--- src/include/fmhs_params.svh ---
// Constants of the fault monitor and high side control block
`ifndef FMHS_PARAMS_SVH
`define FMHS_PARAMS_SVH

// =====================================================================
// Register addresses
`define FMHS_ADDR_SUPPLY_STATUS 4'h0
`define FMHS_ADDR_LIN_STATUS 4'h1
`define FMHS_ADDR_HS_STATUS 4'h2
`define FMHS_ADDR_WD_STATUS 4'h3
`define FMHS_ADDR_INT_SOURCE 4'h4
`define FMHS_ADDR_HS_CONTROL 4'h5
`define FMHS_ADDR_MODE_CONTROL 4'h6
`define FMHS_ADDR_INT_MASK 4'h7

// =====================================================================
// Field positions
`define FMHS_SUP_OV_BIT 3
`define FMHS_SUP_UV_BIT 2
`define FMHS_SUP_PREWARN_BIT 1
`define FMHS_SUP_BATTERY_FAIL_FLAG_BIT 0
`define FMHS_LIN_RECEIVE_PIN_SHORT_FLAG_BIT 3
`define FMHS_LIN_TXSTUCK_BIT 2
`define FMHS_LIN_OT_BIT 1
`define FMHS_WD_TIMEOUT_BIT 3
`define FMHS_WD_CFGERR_BIT 2
`define FMHS_MCR_HIGH_VOLTAGE_SHUTDOWN_ENABLE_BIT 0
`define FMHS_MCR_WDCLR_BIT 1
`define FMHS_IMR_SUPPLY_BIT 0
`define FMHS_IMR_LIN_BIT 1
`define FMHS_IMR_HS_BIT 2

// =====================================================================
// Interrupt source codes
`define FMHS_CODE_NONE 4'h0
`define FMHS_CODE_SUPPLY 4'h5
`define FMHS_CODE_LIN 4'h4
`define FMHS_CODE_HS 4'h2

// =====================================================================
// Reset values
`define FMHS_HS_CONTROL_RST 4'h0
`define FMHS_INT_MASK_RST 3'h0
`define FMHS_HIGH_VOLTAGE_SHUTDOWN_ENABLE_RST 1'b0

// =====================================================================
// Timing
`define FMHS_CLK_KHZ 25000
`define FMHS_TXD_STUCK_MS 1000
`define FMHS_NR_TIMEOUT_MS 150
`define FMHS_WD_INT_MS 150
`define FMHS_WD_EXT_MS 150
`define FMHS_RST_HOLD_MS 1
`define FMHS_CNT_W 25

`endif

--- src/include/fmhs_pkg.sv ---
// Types of the fault monitor and high side control block
package fmhs_pkg;

   // ==================================================================
   // Operating mode of the chip, given by the mode logic
   typedef enum logic [2:0] {
      MODE_NORMAL,
      MODE_NORMAL_REQ,
      MODE_STOP,
      MODE_SLEEP,
      MODE_RESET
   } fmhs_mode_type;

   // ==================================================================
   // Host reset sequencer
   typedef enum logic [1:0] {
      SEQ_RUN,
      SEQ_RESET,
      SEQ_SLEEP
   } fmhs_seq_type;

   // ==================================================================
   // Complete state of the top module
   typedef struct packed {
      logic [3:0] supply;
      logic lin_rx_short;
      logic lin_tx_stuck;
      logic lin_ot;
      logic lin_shut;
      logic [3:0] hs_ctrl;
      logic high_voltage_shutdown_enable;
      logic [2:0] int_mask;
      logic [2:0] int_flags;
      logic hs_hv_shut;
      logic hs_ot_shut;
      logic [1:0] hs_out;
      logic wd_timeout;
      logic [24:0] txd_cnt;
      logic [24:0] nr_cnt;
      logic [24:0] wd_cnt;
      logic [24:0] rst_cnt;
      fmhs_seq_type seq;
      logic ot_pend;
      logic reg_off;
      logic sleep_req;
      logic host_rst;
      logic [3:0] rd_data;
   } fmhs_state_type;

endpackage

--- src/rtl/fmhs_top.sv ---
// Fault monitor, interrupt source and high side switch control
`timescale 1ns/1ps
`include "fmhs_params.svh"
module fmhs_top #(
   parameter int unsigned TXD_STUCK_CYC = `FMHS_TXD_STUCK_MS * `FMHS_CLK_KHZ,
   parameter int unsigned NR_TIMEOUT_CYC = `FMHS_NR_TIMEOUT_MS * `FMHS_CLK_KHZ,
   parameter int unsigned WD_INT_CYC = `FMHS_WD_INT_MS * `FMHS_CLK_KHZ,
   parameter int unsigned WD_EXT_CYC = `FMHS_WD_EXT_MS * `FMHS_CLK_KHZ,
   parameter int unsigned RST_HOLD_CYC = `FMHS_RST_HOLD_MS * `FMHS_CLK_KHZ
) (
   // Clock and reset
   input wire logic core_clk_i,
   input wire logic srst_i,
   // Operating mode from the mode logic
   input wire fmhs_pkg::fmhs_mode_type mode_i,
   // Register port
   input wire logic reg_rd_i,
   input wire logic reg_wr_i,
   input wire logic [3:0] reg_addr_i,
   input wire logic [3:0] reg_wdata_i,
   output logic [3:0] reg_rdata_o,
   // Supply and regulator monitors
   input wire logic supply_over_voltage_i,
   input wire logic supply_under_voltage_i,
   input wire logic battery_fail_i,
   input wire logic regulator_prewarn_i,
   input wire logic regulator_overheat_i,
   input wire logic regulator_under_voltage_i,
   // LIN monitors and transmitter pins
   input wire logic receive_pin_short_i,
   input wire logic lin_driver_overheat_i,
   input wire logic lin_txd_i,
   output logic lin_tx_enable_o,
   // High side monitors and pins
   input wire logic high_side_overheat_i,
   input wire logic output_one_open_load_i,
   input wire logic output_two_open_load_i,
   input wire logic output_one_current_limit_i,
   input wire logic output_two_current_limit_i,
   input wire logic direct_pwm_input_i,
   output logic output_one_on_o,
   output logic output_two_on_o,
   // Watchdog
   input wire logic watchdog_config_pin_floating_i,
   // Host side outputs
   output logic irq_n_o,
   output logic [3:0] interrupt_source_o,
   output logic host_reset_o,
   output logic regulator_disable_o,
   output logic goto_sleep_o
);

   localparam int W = `FMHS_CNT_W;

   fmhs_pkg::fmhs_state_type q, d;
   logic [15:0] pins_async;
   logic [15:0] pins;

   // ==================================================================
   // Pin synchronisation
   assign pins_async = {supply_over_voltage_i, supply_under_voltage_i, battery_fail_i,
      regulator_prewarn_i, regulator_overheat_i, regulator_under_voltage_i,
      receive_pin_short_i, lin_driver_overheat_i, lin_txd_i, high_side_overheat_i,
      output_one_open_load_i, output_two_open_load_i, output_one_current_limit_i,
      output_two_current_limit_i, direct_pwm_input_i, watchdog_config_pin_floating_i};

   fmhs_sync #(
      .W(16)
   ) u_sync (
      .core_clk_i(core_clk_i),
      .srst_i(srst_i),
      .async_i(pins_async),
      .sync_o(pins)
   );

   logic ov, uv, battery_fail_flag, prewarn, reg_ot, vdd_uv;
   logic rx_short, lin_ot, txd, hs_ot, ol1, ol2, cl1, cl2, pwm, wd_float;
   assign {ov, uv, battery_fail_flag, prewarn, reg_ot, vdd_uv, rx_short, lin_ot, txd, hs_ot,
      ol1, ol2, cl1, cl2, pwm, wd_float} = pins;

   // ==================================================================
   // Helpers
   function automatic logic hit(input logic [3:0] a, input logic [3:0] k);
      hit = (a == k);
   endfunction

   function automatic logic [3:0] src_code(input logic [2:0] f);
      if (f[`FMHS_IMR_HS_BIT]) begin
         src_code = `FMHS_CODE_HS;
      end else if (f[`FMHS_IMR_LIN_BIT]) begin
         src_code = `FMHS_CODE_LIN;
      end else if (f[`FMHS_IMR_SUPPLY_BIT]) begin
         src_code = `FMHS_CODE_SUPPLY;
      end else begin
         src_code = `FMHS_CODE_NONE;
      end
   endfunction

   // ==================================================================
   // Next state
   always_comb begin
      logic act;
      logic low_pwr;
      logic irq_ok;
      logic wr_high_side_control;
      logic wr_mcr;
      logic wr_imr;
      logic rd_lin;
      logic rd_wd;
      logic rd_isr;
      logic vs_ev;
      logic lin_ev;
      logic hs_ev;
      logic lin_fault;
      logic tx_stuck;
      logic wd_fault;
      logic nr_fault;
      logic [W-1:0] wd_per;
      logic [2:0] ev;
      logic [1:0] want;
      act = 1'b0;
      low_pwr = 1'b0;
      irq_ok = 1'b0;
      wr_high_side_control = 1'b0;
      wr_mcr = 1'b0;
      wr_imr = 1'b0;
      rd_lin = 1'b0;
      rd_wd = 1'b0;
      rd_isr = 1'b0;
      vs_ev = 1'b0;
      lin_ev = 1'b0;
      hs_ev = 1'b0;
      lin_fault = 1'b0;
      tx_stuck = 1'b0;
      wd_fault = 1'b0;
      nr_fault = 1'b0;
      wd_per = '0;
      ev = '0;
      want = '0;
      d = q;
      d.sleep_req = 1'b0;

      act = (mode_i == fmhs_pkg::MODE_NORMAL) || (mode_i == fmhs_pkg::MODE_NORMAL_REQ);
      low_pwr = (mode_i == fmhs_pkg::MODE_SLEEP) || (mode_i == fmhs_pkg::MODE_STOP);
      wr_high_side_control = reg_wr_i && hit(reg_addr_i, `FMHS_ADDR_HS_CONTROL);
      wr_mcr = reg_wr_i && hit(reg_addr_i, `FMHS_ADDR_MODE_CONTROL);
      wr_imr = reg_wr_i && hit(reg_addr_i, `FMHS_ADDR_INT_MASK);
      rd_lin = reg_rd_i && hit(reg_addr_i, `FMHS_ADDR_LIN_STATUS);
      rd_wd = reg_rd_i && hit(reg_addr_i, `FMHS_ADDR_WD_STATUS);
      rd_isr = reg_rd_i && hit(reg_addr_i, `FMHS_ADDR_INT_SOURCE);

      // Control writes
      if (wr_high_side_control) begin
         d.hs_ctrl = reg_wdata_i;
      end
      if (wr_mcr) begin
         d.high_voltage_shutdown_enable = reg_wdata_i[`FMHS_MCR_HIGH_VOLTAGE_SHUTDOWN_ENABLE_BIT];
      end
      if (wr_imr) begin
         d.int_mask = reg_wdata_i[2:0];
      end

      if (act) begin
         vs_ev = (ov && !q.supply[`FMHS_SUP_OV_BIT]) || (uv && !q.supply[`FMHS_SUP_UV_BIT]);
         d.supply[`FMHS_SUP_OV_BIT] = ov;
         d.supply[`FMHS_SUP_UV_BIT] = uv;
      end
      if (!low_pwr) begin
         vs_ev = vs_ev || (prewarn && !q.supply[`FMHS_SUP_PREWARN_BIT]);
         d.supply[`FMHS_SUP_PREWARN_BIT] = prewarn;
      end
      d.supply[`FMHS_SUP_BATTERY_FAIL_FLAG_BIT] = battery_fail_flag;

      if (wr_high_side_control && !ov) begin
         d.hs_hv_shut = 1'b0;
      end
      if ((mode_i == fmhs_pkg::MODE_NORMAL) && ov && q.high_voltage_shutdown_enable) begin
         d.hs_hv_shut = 1'b1;
      end
      if (wr_high_side_control && !hs_ot) begin
         d.hs_ot_shut = 1'b0;
      end
      if (hs_ot) begin
         hs_ev = !q.hs_ot_shut;
         d.hs_ot_shut = 1'b1;
      end
      want = q.hs_ctrl[1:0];
      for (int i = 0; i < 2; i++) begin
         if (q.hs_ctrl[i + 2]) begin
            want[i] = want[i] && pwm;
         end
      end
      // current limit does not turn off
      d.hs_out = want & {2{!d.hs_hv_shut && !d.hs_ot_shut}};

      if (txd) begin
         d.txd_cnt = '0;
      end else if (q.txd_cnt != W'(TXD_STUCK_CYC)) begin
         d.txd_cnt = q.txd_cnt + W'(1);
      end
      tx_stuck = (q.txd_cnt == W'(TXD_STUCK_CYC));
      lin_fault = rx_short || lin_ot || tx_stuck;
      if (rd_lin && !rx_short) begin
         d.lin_rx_short = 1'b0;
      end
      if (rd_lin && txd) begin
         d.lin_tx_stuck = 1'b0;
      end
      if (act) begin
         d.lin_ot = lin_ot;
         if (rx_short) begin
            d.lin_rx_short = 1'b1;
         end
         if (tx_stuck) begin
            d.lin_tx_stuck = 1'b1;
         end
      end
      if (act && lin_fault) begin
         lin_ev = !q.lin_shut;
         d.lin_shut = 1'b1;
      end else if (!lin_fault && txd) begin
         d.lin_shut = 1'b0;
      end

      irq_ok = act || (mode_i == fmhs_pkg::MODE_STOP);
      ev[`FMHS_IMR_SUPPLY_BIT] = vs_ev;
      ev[`FMHS_IMR_LIN_BIT] = lin_ev;
      ev[`FMHS_IMR_HS_BIT] = hs_ev;
      if (rd_isr) begin
         d.int_flags = '0;
      end
      if (irq_ok) begin
         d.int_flags = d.int_flags | (ev & q.int_mask);
      end

      wd_per = wd_float ? W'(WD_INT_CYC) : W'(WD_EXT_CYC);
      if (mode_i != fmhs_pkg::MODE_NORMAL) begin
         d.wd_cnt = '0;
      end else if (wr_mcr && reg_wdata_i[`FMHS_MCR_WDCLR_BIT]) begin
         wd_fault = (q.wd_cnt < (wd_per >> 1));
         d.wd_cnt = '0;
      end else if (q.wd_cnt >= wd_per - W'(1)) begin
         wd_fault = 1'b1;
         d.wd_cnt = '0;
      end else begin
         d.wd_cnt = q.wd_cnt + W'(1);
      end
      if (rd_wd) begin
         d.wd_timeout = 1'b0;
      end
      if (wd_fault) begin
         d.wd_timeout = 1'b1;
      end

      if (mode_i != fmhs_pkg::MODE_NORMAL_REQ) begin
         d.nr_cnt = '0;
      end else if (q.nr_cnt >= W'(NR_TIMEOUT_CYC - 1)) begin
         nr_fault = 1'b1;
         d.nr_cnt = '0;
      end else begin
         d.nr_cnt = q.nr_cnt + W'(1);
      end

      // Host reset sequencer
      case (q.seq)
         fmhs_pkg::SEQ_RUN: begin
            d.rst_cnt = '0;
            if (reg_ot && !q.reg_off) begin
               d.reg_off = 1'b1;
               d.ot_pend = 1'b1;
               d.seq = fmhs_pkg::SEQ_RESET;
            end else if (wd_fault || nr_fault) begin
               d.seq = fmhs_pkg::SEQ_RESET;
            end
         end
         fmhs_pkg::SEQ_RESET: begin
            d.rst_cnt = q.rst_cnt + W'(1);
            if (q.rst_cnt >= W'(RST_HOLD_CYC - 1)) begin
               d.seq = q.ot_pend ? fmhs_pkg::SEQ_SLEEP : fmhs_pkg::SEQ_RUN;
            end
         end
         fmhs_pkg::SEQ_SLEEP: begin
            d.sleep_req = 1'b1;
            d.ot_pend = 1'b0;
            d.seq = fmhs_pkg::SEQ_RUN;
         end
         default: begin
            d.seq = fmhs_pkg::SEQ_RUN;
         end
      endcase
      if ((mode_i == fmhs_pkg::MODE_SLEEP) && !reg_ot && !q.ot_pend) begin
         d.reg_off = 1'b0;
      end
      if ((mode_i == fmhs_pkg::MODE_RESET) && vdd_uv && !uv) begin
         d.sleep_req = 1'b1;
      end
      d.host_rst = (vdd_uv && (mode_i != fmhs_pkg::MODE_SLEEP))
         || (d.seq == fmhs_pkg::SEQ_RESET);

      // Register read data
      if (reg_rd_i) begin
         if (hit(reg_addr_i, `FMHS_ADDR_SUPPLY_STATUS)) begin
            d.rd_data = q.supply;
         end else if (rd_lin) begin
            d.rd_data = {q.lin_rx_short, q.lin_tx_stuck, q.lin_ot, 1'b0};
         end else if (hit(reg_addr_i, `FMHS_ADDR_HS_STATUS)) begin
            d.rd_data = q.hs_ot_shut ? 4'hf : {ol2, cl2, ol1, cl1};
         end else if (rd_wd) begin
            d.rd_data = {q.wd_timeout, wd_float, 2'h0};
         end else if (rd_isr) begin
            d.rd_data = src_code(q.int_flags);
         end else if (hit(reg_addr_i, `FMHS_ADDR_HS_CONTROL)) begin
            d.rd_data = q.hs_ctrl;
         end else if (hit(reg_addr_i, `FMHS_ADDR_MODE_CONTROL)) begin
            d.rd_data = {3'h0, q.high_voltage_shutdown_enable};
         end else if (hit(reg_addr_i, `FMHS_ADDR_INT_MASK)) begin
            d.rd_data = {1'b0, q.int_mask};
         end else begin
            d.rd_data = 4'h0;
         end
      end
   end

   // ==================================================================
   // State register
   always_ff @(posedge core_clk_i) begin
      if (srst_i) begin
         q <= '0;
         q.hs_ctrl <= `FMHS_HS_CONTROL_RST;
         q.int_mask <= `FMHS_INT_MASK_RST;
         q.high_voltage_shutdown_enable <= `FMHS_HIGH_VOLTAGE_SHUTDOWN_ENABLE_RST;
         q.seq <= fmhs_pkg::SEQ_RUN;
      end else begin
         q <= d;
      end
   end

   // ==================================================================
   // Outputs
   assign reg_rdata_o = q.rd_data;
   assign lin_tx_enable_o = !q.lin_shut;
   assign output_one_on_o = q.hs_out[0];
   assign output_two_on_o = q.hs_out[1];
   assign irq_n_o = !(|q.int_flags);
   assign interrupt_source_o = src_code(q.int_flags);
   assign host_reset_o = q.host_rst;
   assign regulator_disable_o = q.reg_off;
   assign goto_sleep_o = q.sleep_req;

endmodule

--- src/rtl/fmhs_sync.sv ---
// Three-stage input synchroniser with agreement filter
`timescale 1ns/1ps
module fmhs_sync #(
   parameter int W = 16
) (
   // Clock and reset
   input wire logic core_clk_i,
   input wire logic srst_i,
   // Asynchronous inputs and filtered result
   input wire logic [W-1:0] async_i,
   output logic [W-1:0] sync_o
);

   typedef struct packed {
      logic [W-1:0] s1;
      logic [W-1:0] s2;
      logic [W-1:0] s3;
      logic [W-1:0] o;
   } fmhs_sync_state_type;

   fmhs_sync_state_type q, d;

   // ==================================================================
   // Next state: output moves only where stages two and three agree
   always_comb begin
      d = q;
      d.s1 = async_i;
      d.s2 = q.s1;
      d.s3 = q.s2;
      d.o = (q.s2 & ~(q.s2 ^ q.s3)) | (q.o & (q.s2 ^ q.s3));
   end

   always_ff @(posedge core_clk_i) begin
      if (srst_i) begin
         q <= '0;
      end else begin
         q <= d;
      end
   end

   assign sync_o = q.o;

endmodule

--- config.mk ---
export PLATFORM = sky130hd
export DESIGN_NAME = fmhs_top
export DESIGN_NICKNAME = d
export VERILOG_FILES = /design/src/include/fmhs_pkg.sv /design/src/rtl/fmhs_top.sv /design/src/rtl/fmhs_sync.sv
export VERILOG_INCLUDE_DIRS = /design/src /design/src/include
export SDC_FILE = /design/constraint.sdc
export NUM_CORES = 1
export LEC_CHECK = 0
export BUFFER_PORTS_ARGS = -buffer_cell sky130_fd_sc_hd__buf_2
export CAP_MARGIN = 20
export CORE_MARGIN = 4
export CORE_UTILIZATION = 47
export DETAILED_ROUTE_END_ITERATION = 10
export GPL_TIMING_DRIVEN = 0
export PLACE_DENSITY = 0.67
export SETUP_SLACK_MARGIN = 0.3
export SYNTH_ARGS = -nofsm -noshare
export SYNTH_HDL_FRONTEND = slang
export SYNTH_HIERARCHICAL = 1
export SYNTH_SLANG_ARGS = --single-unit
--- constraint.sdc ---
create_clock -name core_clk_i -period 2 [get_ports core_clk_i]
set_input_delay 0.3 -clock core_clk_i [delete_from_list [all_inputs] [get_ports core_clk_i]]
set_output_delay 0.3 -clock core_clk_i [all_outputs]
set_load 0.01 [all_outputs]
==> flow_metrics.env <==
export IMPL_timing_fmax_ghz=0.473
export IMPL_cts_buffers=17
export IMPL_finalWeightedCongestion=0.870
export IMPL_initial_core_util=0.483
export IMPL_violations="setup timing"
export IMPL_crit_top_cell="or4_4"
export IMPL_drc=0
export IMPL_crit_cells=7
export IMPL_synth_area_top_cells="dfxtp_1 47%, nor2_1 5.3%, nor2b_2 4.6%"
export IMPL_path_class="register to register"
export IMPL_crit_required_ps=2330
export IMPL_hold_viol=0
export IMPL_slew_headroom=0.567
export IMPL_post_drt_via_cell_ratio=5.18
export IMPL_drtIter0Drc=376
export IMPL_yosysWarnings=6
export IMPL_drv_slew=0
export IMPL_tightest_slew_ps=647
export IMPL_dr_pass1_iters=5
export IMPL_synth_edf_count=0
export IMPL_grt_usage=0.178
export IMPL_leakage_nw=3.84
export IMPL_place_area_um2=8990
export IMPL_status="finished, violations left"
export IMPL_num_rows=48
export IMPL_min_period_over_period=1.06
export IMPL_rsz0062_at_grt="true"
export IMPL_h_tree_depth=4
export IMPL_routedWlPerCell_um=13.8
export IMPL_synth_seq_cells=198
export IMPL_reg2reg_depth=7
export IMPL_final_common_cell="dfxtp_1"
export IMPL_power_density_nw_per_um2=764
export IMPL_worstSetupEndpointType="register"
export IMPL_dpl_hpwl_um=11500
export IMPL_final_area_um2=10400
export IMPL_fin_nets=1071
export IMPL_reg2reg_from="q[78]$_SDFF_PP0_"
export IMPL_setup_viol=45
export IMPL_path_delay_family="simple AND/OR/NAND/NOR gates"
export IMPL_worstSetupEndpoint="q[77]$_SDFF_PP0_"
export IMPL_cts_reportedPaths_clkPinSlew_ps=80
export IMPL_antenna_found_initial=2
export IMPL_cts_tree="built"
export IMPL_critPathBufInv=2
export IMPL_timing_rr_end="q[77]$_SDFF_PP0_"
export IMPL_die_x_um=142
export IMPL_grt_start_max_net_pins=21
export IMPL_stdcell_count=1273
export IMPL_dp_cells=1197
export IMPL_synth_cell_types=61
export IMPL_final_cell_mix="157 x dfxtp_1, 106 x nor2_1, 66 x nand2_1"
export IMPL_root_buffer="clkbuf_16"
export IMPL_syn_avg_cell_area_um2=9.07
export IMPL_die_area_um2=20000
export IMPL_fin_skew_ps=13.8
export IMPL_rrSetupSlack_ps=-110
export IMPL_seq_area_frac_synth=0.473
export IMPL_syn_inst=924
export IMPL_pin_count=46
export IMPL_cp_max_fo=10
export IMPL_grt_pass1_vias=6323
export IMPL_peakVddDrop_mv=0.771
export IMPL_crit_slowest_cell="or4_1"
export IMPL_crit_path_cell_trace="or4_1 -> or4_4 -> buf_4 -> nor4_4 -> or4_4 -> buf_8 -> nor2_1"
export IMPL_crit_arrival_ps=2440
export IMPL_final_setup_tns_ps=-4260
export IMPL_cts_sinks=198
export IMPL_synthDominantCellAreaShare=0.473
export IMPL_drive_gt1_frac=0.318
export IMPL_hold_ws_ps=70.2
export IMPL_routed_wl_um=17600
export IMPL_diodes=0
export IMPL_fin_crit_ps=2110
export IMPL_grt_pass1_wl_um=29800
export IMPL_ys_dominant_reg_cell="dfxtp_1"
export IMPL_synth_area_um2=8380
export IMPL_min_path_type="input pin to register"
export IMPL_start_kind="register"
export IMPL_via_count=6598
export IMPL_clock_path_buffers=2
export IMPL_dieHeight_um=142
export IMPL_async_flop_share=0
export IMPL_core_um2=17400
export IMPL_gr_total_overflow=0
export IMPL_pre_cts_slack_ps=-301
export IMPL_slowest_delay_ps=510
export IMPL_antenna_left=0
export IMPL_syn_to_final_growth_pct=24.5
export IMPL_cap_violations=0
export IMPL_setup_ws_ps=-113
export IMPL_setup_worst_path_start="q[78]$_SDFF_PP0_"
export IMPL_io_buffer_count=42
export IMPL_insertion_delay_ps=430
export IMPL_synth_area_leader_cell="dfxtp_1"
## per-layer routing
| layer | wire [um] | up-vias | global-route usage |
|---|---|---|---|
| li1 | - | 3374 | - |
| met1 | 8060 | 3110 | 0.231 |
| met2 | 8600 | 85 | 0.294 |
| met3 | 603 | 25 | 0.0415 |
| met4 | 290 | 4 | 0.0556 |
| met5 | 32 | - | 0 |
## registers in the layout, summed over array words and instances, names as in the netlist, named ones only
register	flops
host_reset_o	1
u_sync/q	16
reg_rdata_o	4
u_sync/d	32
regulator_disable_o	1
goto_sleep_o	1
q	125
output_two_on_o	1
output_one_on_o	1
## area by class of cell
| class | instances | area (um^2) |
|---|---|---|
| Inverter | 22 | 82.6 |
| Timing Repair Buffer | 86 | 559 |
| Sequential cell | 198 | 4050 |
| Buffer | 57 | 417 |
| Clock buffer | 18 | 439 |
| Clock inverter | 14 | 199 |
| Multi-Input combinational cell | 653 | 4400 |
| Tap cell | 225 | 282 |
| Fill cell | 1466 | 6930 |
## cell usage after synthesis, drive strengths merged (5+ instances only)
library cell,count
a21oi,51
and3,14
and4,9
buf,35
clkbuf,22
dfxtp,198
ha,5
inv,22
mux2i,7
nand2,69
nand2b,6
nand3,34
nand3b,5
nand4,21
nor2,128
nor2b,54
nor3,21
nor4,18
nor4b,5
o211ai,5
o21ai,46
or3,12
or4,7
xnor2,36
xor2,38
## stage by stage
stage	total power, mW	util
5_1_grt	8.24	0.601
3_5_place_dp	4.42	0.518
3_3_place_gp	4.42	0.518
6_report	7.97	0.601
4_1_cts	8.05	0.581
2_1_floorplan	4.32	-
## report_power, final
part	switching (mW)	internal (mW)	leakage, nW	total, mW
combinational	0.172	0.136	1.89	0.308
sequential	0.0318	3.99	1.63	4.02
clock	1.67	1.97	0.312	3.64
## kinds of logic (layout without fill, tap and decap cells)
family,after synthesis,in the layout,share of synthesized area
AOI/OAI and AO/OA,137,137,0.104
xor gates and xnor gates,74,74,0.0773
adders and majority gates,5,5,0.00746
buffers and inverters,79,197,0.0536
DFF,198,198,0.473
muxes,8,8,0.00970
other,1,7,0.000447
and+or+nand+nor,422,422,0.275
## worst min-delay path by stage
stage,from,end,slack (ps),cells past startpoint
6_report,battery_fail_i,u_sync/d[45]$_SDFF_PP0_,70,2
4_1_cts,supply_over_voltage_i,u_sync/d[47]$_SDFF_PP0_,60,2
3_5_place_dp,u_sync/d[34]$_SDFF_PP0_,u_sync/d[18]$_SDFF_PP0_,420,1
2_1_floorplan,u_sync/d[47]$_SDFF_PP0_,u_sync/d[31]$_SDFF_PP0_,410,1
3_3_place_gp,u_sync/d[47]$_SDFF_PP0_,u_sync/d[31]$_SDFF_PP0_,420,1
5_1_grt,supply_over_voltage_i,u_sync/d[47]$_SDFF_PP0_,60,2
## timing repair
action | 4_1_cts | 5_1_grt
endpoints found under the setup margin | 84 | 82
gates cloned | 1 | 0
gates resized for setup | 60 | 76
pin swaps | 21 | 16
hold buffers | 0 | 0
setup buffers | 30 | 13
No activity file was read; power rests on OpenSTA's default activity.
